File: src/inc/lock_status_pkg.sv
// Shared constants for the lock status pin block
package lock_status_pkg;

  // Unlock detection width select codes
  localparam logic [1:0] WIDTH_STOP   = 2'h0;
  localparam logic [1:0] WIDTH_DIRECT = 2'h1;
  localparam logic [1:0] WIDTH_NARROW = 2'h2;
  localparam logic [1:0] WIDTH_WIDE   = 2'h3;

  // Clock rate and detection widths
  localparam int CLK_MHZ          = 250;
  localparam int NARROW_WIDTH_NS  = 550;
  localparam int WIDE_WIDTH_NS    = 1100;
  localparam int NARROW_CYC       = (NARROW_WIDTH_NS * CLK_MHZ) / 1000;
  localparam int WIDE_CYC         = (WIDE_WIDTH_NS * CLK_MHZ) / 1000;
  // Stretch of the error indication (one to two reference periods)
  localparam int STRETCH_CYC      = 1024;
  localparam int CNT_W            = 16;

  // Status pin select codes
  localparam logic [2:0] SEL_OPEN      = 3'h0;
  localparam logic [2:0] SEL_UNLOCK    = 3'h1;
  localparam logic [2:0] SEL_COUNT_END = 3'h2;
  localparam logic [2:0] SEL_PORT1     = 3'h3;
  localparam logic [2:0] SEL_PORT2     = 3'h4;

  // Register word index
  localparam logic [3:0] REG_CTRL     = 4'h0;
  localparam logic [3:0] REG_STATUS   = 4'h1;
  localparam logic [3:0] REG_IRQ_STAT = 4'h2;
  localparam logic [3:0] REG_IRQ_MASK = 4'h3;

  // Control register fields and reset
  localparam int CTRL_WIDTH_LO  = 0;
  localparam int CTRL_WIDTH_HI  = 1;
  localparam int CTRL_SEL_LSB   = 2;
  localparam logic [4:0] CTRL_RESET = 5'h00;

  // Interrupt bits
  localparam int IRQ_UNLOCK    = 0;
  localparam int IRQ_COUNT_END = 1;

endpackage : lock_status_pkg

File: src/inc/unlock_if.sv
// Carrier between the status pin logic and the unlock detector
`timescale 1ns/1ps
interface unlock_if;
  logic [1:0] width_sel;
  logic       phase_err;
  logic       unlock_flag;
  logic       detect_en;
  modport ctrl (output width_sel, output phase_err, input unlock_flag, input detect_en);
  modport det  (input width_sel, input phase_err, output unlock_flag, output detect_en);
endinterface : unlock_if

File: src/rtl/lock_status_pin.sv
// Status pin control: unlock, count end, serial transfer and port override
//
// Our own choices: the address-and-strobe port and the placing of the registers.
`timescale 1ns/1ps
module lock_status_pin
  import lock_status_pkg::*;
(
  input  wire logic        core_clk_i,
  input  wire logic        rst_i,
  input  wire logic        ce_i,
  input  wire logic        phase_err_i,
  input  wire logic        count_done_i,
  input  wire logic        bus_enable_i,
  input  wire logic        write_mode_one_i,
  input  wire logic        write_mode_two_i,
  input  wire logic        read_mode_i,
  input  wire logic        shift_clock_i,
  input  wire logic        serial_out_i,
  input  wire logic        port1_is_output_i,
  input  wire logic        port2_is_output_i,
  input  wire logic [3:0]  addr_i,
  input  wire logic [31:0] wdata_i,
  input  wire logic        wr_i,
  input  wire logic        rd_i,
  output logic      [31:0] rdata_o,
  output logic             irq_o,
  output logic             unlock_flag_o,
  output logic             status_pin_o,
  output logic             status_pin_oe_n_o
);

  typedef struct packed {
    logic [4:0]  ctrl;
    logic [1:0]  irq_stat;
    logic [1:0]  irq_mask;
    logic        count_end;
    logic        unlock_flag;
    logic        bus_en_d;
    logic        shift_d;
    logic        pin_low;
    logic        pin_drive;
    logic [31:0] rdata;
  } pin_state_t;

  pin_state_t s;
  pin_state_t next_s;

  unlock_if det_link ();

  unlock_detect u_det (
    .core_clk_i (core_clk_i),
    .rst_i      (rst_i),
    .ce_i       (ce_i),
    .det        (det_link)
  );

  logic [1:0] width_sel;
  logic [2:0] pin_sel;
  logic       any_write;
  logic       transfer_end;
  logic [1:0] events;

  assign width_sel    = {s.ctrl[CTRL_WIDTH_HI], s.ctrl[CTRL_WIDTH_LO]};
  assign pin_sel      = s.ctrl[CTRL_SEL_LSB +: 3];
  assign det_link.width_sel = width_sel;
  assign det_link.phase_err = phase_err_i;
  assign any_write          = write_mode_one_i | write_mode_two_i;
  assign transfer_end       = s.bus_en_d & ~bus_enable_i;

  always_comb
  begin
    next_s          = s;
    next_s.rdata    = '0;
    // Mode drops together with bus enable, so the transfer kind is held here
    next_s.bus_en_d = bus_enable_i & (any_write | read_mode_i);
    next_s.shift_d  = shift_clock_i;
    next_s.unlock_flag = det_link.detect_en & det_link.unlock_flag;

    if (count_done_i)
      next_s.count_end = 1'b1;
    else if (transfer_end)
      next_s.count_end = 1'b0;

    events = {count_done_i & ~s.count_end, next_s.unlock_flag & ~s.unlock_flag};

    if (wr_i)
    begin
      case (addr_i)
        REG_CTRL:     next_s.ctrl     = wdata_i[4:0];
        REG_IRQ_STAT: next_s.irq_stat = s.irq_stat & ~wdata_i[1:0];
        REG_IRQ_MASK: next_s.irq_mask = wdata_i[1:0];
        default:      next_s.ctrl     = s.ctrl;
      endcase
    end
    next_s.irq_stat = next_s.irq_stat | events;

    if (rd_i)
    begin
      case (addr_i)
        REG_CTRL:     next_s.rdata = {27'h0, s.ctrl};
        REG_STATUS:   next_s.rdata = {30'h0, s.count_end, s.unlock_flag};
        REG_IRQ_STAT: next_s.rdata = {30'h0, s.irq_stat};
        REG_IRQ_MASK: next_s.rdata = {30'h0, s.irq_mask};
        default:      next_s.rdata = '0;
      endcase
    end

    next_s.pin_drive = 1'b0;
    next_s.pin_low   = 1'b0;
    if (bus_enable_i && read_mode_i)
    begin
      // data shifted out on shift clock edge
      next_s.pin_drive = 1'b1;
      if (shift_clock_i && !s.shift_d)
        next_s.pin_low = ~serial_out_i;
      else
        next_s.pin_low = s.pin_low;
    end
    else if (bus_enable_i && any_write)
    begin
      next_s.pin_drive = 1'b0;
    end
    else
    begin
      case (pin_sel)
        SEL_UNLOCK:
        begin
          next_s.pin_drive = next_s.unlock_flag;
          next_s.pin_low   = next_s.unlock_flag;
        end
        SEL_COUNT_END:
        begin
          next_s.pin_drive = next_s.count_end;
          next_s.pin_low   = next_s.count_end;
        end
        SEL_PORT1:
        begin
          next_s.pin_drive = ~port1_is_output_i;
          next_s.pin_low   = 1'b0;
        end
        SEL_PORT2:
        begin
          next_s.pin_drive = ~port2_is_output_i;
          next_s.pin_low   = 1'b0;
        end
        default:
        begin
          next_s.pin_drive = 1'b0;
        end
      endcase
    end
  end

  always_ff @(posedge core_clk_i or posedge rst_i)
  begin
    if (rst_i)
    begin
      s      <= '0;
      s.ctrl <= CTRL_RESET;
    end
    else if (ce_i)
      s <= next_s;
  end

  assign rdata_o           = s.rdata;
  assign irq_o             = |(s.irq_stat & s.irq_mask);
  assign unlock_flag_o     = s.unlock_flag;
  // Open drain: low level only, released otherwise
  assign status_pin_o      = ~s.pin_low;
  assign status_pin_oe_n_o = ~(s.pin_drive & s.pin_low);

endmodule : lock_status_pin

File: src/rtl/unlock_detect.sv
// Unlock detector: qualifies phase-error pulses by width and stretches them
`timescale 1ns/1ps
module unlock_detect
  import lock_status_pkg::*;
(
  input  wire logic core_clk_i,
  input  wire logic rst_i,
  input  wire logic ce_i,
  unlock_if.det     det
);

  typedef struct packed {
    logic [CNT_W-1:0] width_cnt;
    logic [CNT_W-1:0] stretch_cnt;
    logic             flag;
  } det_state_t;

  det_state_t s;
  det_state_t next_s;

  function automatic logic [CNT_W-1:0] width_limit(input logic [1:0] sel);
    width_limit = (sel == WIDTH_NARROW) ? CNT_W'(NARROW_CYC) : CNT_W'(WIDE_CYC);
  endfunction : width_limit

  always_comb
  begin
    next_s = s;
    case (det.width_sel)
      WIDTH_STOP:
      begin
        next_s = '0;
      end
      WIDTH_DIRECT:
      begin
        next_s.width_cnt   = '0;
        next_s.stretch_cnt = '0;
        next_s.flag        = det.phase_err;
      end
      WIDTH_NARROW, WIDTH_WIDE:
      begin
        if (det.phase_err)
        begin
          if (s.width_cnt < width_limit(det.width_sel))
            next_s.width_cnt = s.width_cnt + CNT_W'(1);
          else
            next_s.stretch_cnt = CNT_W'(STRETCH_CYC);
        end
        else
        begin
          next_s.width_cnt = '0;
          if (s.stretch_cnt != '0)
            next_s.stretch_cnt = s.stretch_cnt - CNT_W'(1);
        end
        next_s.flag = (next_s.stretch_cnt != '0);
      end
      default:
      begin
        next_s = '0;
      end
    endcase
  end

  always_ff @(posedge core_clk_i or posedge rst_i)
  begin
    if (rst_i)
      s <= '0;
    else if (ce_i)
      s <= next_s;
  end

  assign det.unlock_flag = s.flag;
  assign det.detect_en   = (det.width_sel != WIDTH_STOP);

endmodule : unlock_detect

File: config.mk
export PLATFORM = sky130hd
export DESIGN_NAME = lock_status_pin
export DESIGN_NICKNAME = d
export VERILOG_FILES = /design/src/inc/lock_status_pkg.sv /design/src/inc/unlock_if.sv /design/src/rtl/lock_status_pin.sv /design/src/rtl/unlock_detect.sv
export SDC_FILE = /design/constraint.sdc
export NUM_CORES = 1
export LEC_CHECK = 0
export BUFFER_PORTS_ARGS = -buffer_cell sky130_fd_sc_hd__buf_2
export CAP_MARGIN = 20
export CORE_UTILIZATION = 38
export CTS_CLUSTER_SIZE = 24
export DETAILED_ROUTE_END_ITERATION = 16
export GPL_TIMING_DRIVEN = 0
export PLACE_DENSITY = 0.61
export SYNTH_ARGS = -nofsm -noshare
export SYNTH_HDL_FRONTEND = slang
export SYNTH_HIERARCHICAL = 1
export SYNTH_SLANG_ARGS = --single-unit
File: constraint.sdc
create_clock -name core_clk_i -period 2.4 [get_ports core_clk_i]
set_input_delay 0.36 -clock core_clk_i [delete_from_list [all_inputs] [get_ports core_clk_i]]
set_output_delay 0.36 -clock core_clk_i [all_outputs]
set_load 0.1 [all_outputs]
# After elaboration in Yosys (flattened, before gate mapping)
# Index checks and enable logic that the tools add are counted.
dict set report totals {
  register_bits 80
  input_bits 51
  output_inout_bits 36
}
dict set report classes {
  n_addsub 2
  n_lt_le_gt_ge 1
  eq_ne 12
  mux 20
  n_bitwise 20
  n_reduce_logical 15
}
# cell n
set op_table {}
lappend op_table {{one-hot mux 33 bit (3 select lines)} 1}
lappend op_table {{two-way mux 32 bit} 2}
lappend op_table {{two-way mux 16 bit} 3}
lappend op_table {{nonzero test 16 bit} 2}
lappend op_table {{one-hot mux 5 bit (4 select lines)} 1}
lappend op_table {{adder 16 x 1 -> 16 bit, second input constant} 1}
lappend op_table {{less-than comparator 16 bit} 1}
lappend op_table {{subtractor 16 x 1 -> 16 bit, second input constant} 1}
lappend op_table {{two-way mux 9 bit} 1}
lappend op_table {{== test 4 x 2 -> 1 bit, second input constant} 2}
lappend op_table {{NOT 1 bit} 8}
lappend op_table {{bitwise AND 1 bit} 6}
lappend op_table {{== test 3 x 2 -> 1 bit, second input constant} 2}
lappend op_table {{two-way mux 2 bit} 3}
lappend op_table {{AND reduction 3 bit} 2}
lappend op_table {{two-way mux 1 bit} 5}
lappend op_table {{two-way mux 5 bit} 1}
lappend op_table {{bitwise AND 2 bit} 2}
lappend op_table {{== test 2 bit, second input constant} 2}
lappend op_table {{== test 4 x 1 -> 1 bit, second input constant} 1}
lappend op_table {{logical NOT 4 bit} 1}
lappend op_table {{two-way mux 4 bit} 1}
lappend op_table {{one-hot mux 1 bit (4 select lines)} 1}
lappend op_table {{AND reduction 2 bit} 2}
lappend op_table {{14 further kinds} 18}

# Longest topological paths before layout
dict set report logic_depth {
  word_depth 8
  mapped_depth 10
}

# By module
# Netlist, hierarchy kept.
# module instances cells_per_inst area_each_um2
set modules_own_cells {}
lappend modules_own_cells {unlock_detect 1 234 2150.8}
lappend modules_own_cells {lock_status_pin 1 129 1246.2}

# Worst setup path after synthesis
# No wires, ideal clock.
dict set report synth_path {
  path_kind {register to register}
  start {register s (netlist bit det_link.width_sel[0])}
  end {register u_det/s[18] (netlist bit)}
  t_arrival_ps 2023
  required_time_ps 2262
  path_slack_ps 239
  stages_incl_launch_ff 11
  n_path_buf 1
  period_less_slack_ps 2161
  cell_sequence {dfrtp_1 nor2b_1 inv_1 ha_1 o21ai_0 o21ai_1 a21oi_1 o21ai_1 buf_2 mux2i_1 nor2_1}
}
dict set report synth_between {
  elab_chain_len 5
  elab_cells_between_ends 10
}
# element line
set synth_rtl {}
lappend synth_rtl {{start: declaration} lock_status_pin.sv:45} ;# pin_state_t s;
lappend synth_rtl {{start signal: assignment} lock_status_pin.sv:162} ;# s <= next_s;
lappend synth_rtl {{== test 2 bit} {unlock_detect.sv:22, unlock_detect.sv:28}}
lappend synth_rtl {{two-way mux 9 bit} unlock_detect.sv:22} ;# width_limit = (sel == WIDTH_NARROW) ? CNT_W'(NARROW_CYC) : CNT_W'(WIDE_CYC);
lappend synth_rtl {{less-than comparator 16 bit} unlock_detect.sv:43} ;# if (s.width_cnt < width_limit(det.width_sel))
lappend synth_rtl {{inequality test 3 x 2 -> 1 bit (no line)} -}
lappend synth_rtl {{AND reduction 2 bit (no line)} -}
lappend synth_rtl {{end signal: assignment} unlock_detect.sv:68} ;# s <= next_s;
lappend synth_rtl {{end: declaration} unlock_detect.sv:18} ;# det_state_t s;
# Parallel ways exist; a longest one is shown, timed or not.
# A chain may end at the register's enable or synchronous reset.

# Final worst setup path
dict set report layout_path {
  start {register s (netlist bit det_link.width_sel[0])}
  end {register u_det/s[20] (netlist bit)}
}
# Same word-level chain as after synthesis.

==> impl.org <==
** Critical path
- RR Startpoint :: det_link.width_sel[0]
- STA classifies the critical path startpoint as a flip-flop.
- Stage delay of the slowest cell on the critical path :: approximately 470 ps
- Timing startpoint of the critical path :: det_link.width_sel[0]
- Kind of cell adding the most delay to the critical path :: simple AND/OR/NAND/NOR gates
- The worst setup path is captured at a flip-flop.
- The slowest stage of the critical path belongs to the cell dfrtp_2.
- Sum of buffers and inverters on the critical path :: 2
- Highest net fanout along the worst path :: 6
- Data arrives at the worst endpoint at 2560 ps.
- The critical path is of the reg -> reg type.
- The critical path goes through nor2b_4 -> inv_1 -> ha_1 -> or3_4 -> a21oi_1 -> o21ai_2 -> buf_4 -> or4_1 -> nand2_1.
- Data required time of the critical path :: 2640 ps

** Floorplan
- The total area inside the core boundary comes to about 8700 µm².
- Boundary pin count :: between 80 and 90
- Measured along the x axis, the die boundary spans between 90 and 100 µm.
- Placement row count :: 34
- Total die area :: 9320 µm²
- Height of the die :: 96.6 µm
- Initial standard-cell utilization of the core :: 0.391

** Synth
- Share of Yosys cell area claimed by the top area cell type :: 0.390
- The synthesized netlist contains 71 unique library cells.
- Syn Std Cell Area :: between 3000 and 4000 µm²
- A synthesized cell averages 9.36 µm².
- Cell taking the most area after synthesis :: dfrtp_1
- Number of synthesis warnings :: 6
- Count of mapped cells out of synthesis :: 363
- By instance count, the leading cell after synthesis is dfrtp_1.
- Async SR Flop Fraction :: 1.00
- The synthesized design contains 0 enable-type register cells.
- Dominant synthesized flop cell :: dfrtp_1
- Yosys attributes the largest share of cell area to dfrtp_1 (39%), buf_4 (7.3%), inv_1 (3.1%).
- In this run, synthesis produced a sequential element count of 53.
- Of the synthesized area, sequential elements account for 0.390.
- By count the netlist is led by dfrtp_1 (53), buf_4 (33), inv_1 (28).

** Clock network
- CTS hold repair buffers :: 0
- CTS tree :: done
- TritonCTS sink count :: 53
- In this run the clock root is driven by a clkbuf_8.
- Max Buffers Root-to-Sink :: 2
- After clock tree synthesis, the clock-pin slew on the worst setup and hold paths is 90 ps.
- Clock latency on the worst-skew pair, taken at its later pin, is approximately 310 ps.
- Maximum level of the CTS H-tree :: 2
- CTS buffer count :: 5

** Layout
- The area growth from synthesis to layout is 17.8%.
- Share of final-layout standard cells stronger than drive strength 1 :: 0.292
- In the final design database the tool counted 486 nets.
- Counting the fill cells in the layout gives 837.
- The number of antenna diodes in the final layout is 0.
- Summed area of non-filler cells in the final layout :: 4000 µm²

** Placement
- Placed instance area :: approximately 3800 µm²
- Detailed-placement wirelength estimate :: 5.49 mm
- Quantity of I/O buffers inserted on ports :: 31
- Before CTS, the worst setup slack after placement is -227 ps.
- The congestion estimate from routability-driven global placement came to 0.851.

** STA
- Minimum clock period after layout :: between 2000 and 2500 ps
- Final clock period utilization by the worst path :: 0.967
- Final Hold Fails :: 0
- Setup slack on the critical path of the routed design comes to between 70 and 80 ps.
- Setup violations remaining at the end of the flow were counted as 0.
- Setup repair after global routing left no endpoint under its margin.
- On the final layout, the worst clock skew is 8.13 ps.
- Measured against its own limit, the worst slew margin works out to 0.502.
- Timing would allow up to 431 MHz.
- The count of pins over their slew limit was 0.
- Worst Tran Pin Value :: 746 ps

** Outcome
- Result of the run :: finished, final reports clean

** Route
- The detail route stage leaves a number of antenna-violating nets equal to 0.
- For this run, design rule violations remaining after detail routing come to 0.
- In the final routed layout, each cell accounts on average for 13.5 µm.
- Routed wire length :: about 7.3 mm
- The first detailed-routing pass took 4 iterations.
- Summing over every cut layer, the via total after detailed routing is 2776.
- Via density per instance :: 5.14
- The detailed router finished its first iteration with 134 violations.

** Power
- In this run the static leakage power is 1.91 nW.
- For this design the ratio of total power to cell area is 1060 nW/µm².
- Overall power consumption after layout is estimated at 4.25 mW.
- Peak ir drop on the vdd network :: about 0.00043 V

** Global route
- The first global-routing pass estimated 12.2 mm of wire.
- The via count of the first global-routing pass came to 2548.
- Initial antenna violation count :: 0
- Largest net degree at the start of global routing :: 21
- For this run, the total global-route usage over all layers was measured as 0.170.
- After global routing the overflow that remains totals 0.

** Job
- Across the run, the number of max-cap violations was 0.

** Min path
- Hold Crit Class :: in -> async
## cells in the final DEF (no fill, tap or decap), types with 11 or more instances in the layout
master | netlist | layout
a21oi_1 | 16 | 16
buf_2 | 5 | 34
buf_4 | 33 | 39
conb_1 | 1 | 27
dfrtp_1 | 53 | 52
inv_1 | 28 | 28
nand2_1 | 26 | 26
nor2_1 | 24 | 24
nor3_1 | 11 | 11
o21ai_0 | 15 | 14
## flip-flops by register name, indices dropped and copies added, names as in the netlist
signal / flops
det_link.width_sel: 2
pin_sel: 3
rdata_o: 5
s: 9
u_det/det.unlock_flag: 1
u_det/s: 32
unlock_flag_o: 1
## report_power, final
part / internal, mW / leakage (nW) / switching, mW
Combinational: 0.999 / 1.15 / 1.44
Clock: 0.235 / 0.0512 / 0.298
Sequential: 1.06 / 0.705 / 0.215
## timing repair
action,CTS,global route
endpoints found under the setup margin,20,25
hold endpoints to repair,0,0
pin swaps,1,4
resized for setup,6,11
setup buffers,1,4
## kinds of logic (layout without fill, tap and decap cells)
kind of cell    after synthesis  after routing  share of synthesized area
compound gates               96             96                      0.197
xor+xnor                      2              2                    0.00516
fa+ha+maj                     4              4                     0.0147
buf+inv                      75            118                      0.134
flops                        53             53                      0.390
mux                          12             12                     0.0457
other cells                   1             27                    0.00110
simple gates                120            120                      0.212
## routing by layer
layer	global-route usage	part of all wire	wire length [µm]
met1	0.223	0.48	3490
met2	0.291	0.47	3400
met3	0.0297	0.046	335
met4	0.0380	0.011	77
met5	0	0	0
## through the flow
| step | hold WS, ps | std cells | utilization | TNS [ps] |
|---|---|---|---|---|
| final | 175 | 540 | 0.461 | 0 |
| after CTS | 199 | 538 | 0.454 | 0 |
| after global routing | 215 | 540 | 0.461 | 0 |
| after global placement | 471 | 528 | 0.436 | -2640 |
| after detailed placement | 473 | 529 | 0.439 | -2350 |
| after floorplan | 324 | 389 | - | 0 |
## layout make-up
| type | count | area, µm² | share of cell area |
|---|---|---|---|
| Multi-Input combinational cell | 261 | 1770 | 0.441 |
| Sequential cell | 53 | 1330 | 0.332 |
| Buffer | 45 | 350 | 0.0876 |
| Timing Repair Buffer | 37 | 220 | 0.0551 |
| Tap cell | 108 | 135 | 0.0338 |
| Inverter | 28 | 105 | 0.0263 |
| Clock buffer | 6 | 82.6 | 0.0206 |
| Clock inverter | 2 | 13.8 | 0.00344 |
## final timing paths
path,end,slack (ps),cells after the start
setup / recovery,u_det/s[20],80,9
max in group asynchronous,u_det/s[13],1690,3
hold reg to reg,u_det/s[29],500,1
hold / removal,s[32],170,2
setup reg to reg,u_det/s[20],80,9
min in group core_clk_i,pin_sel[1],290,2
Note: power is estimated with default switching activity, not from simulation.
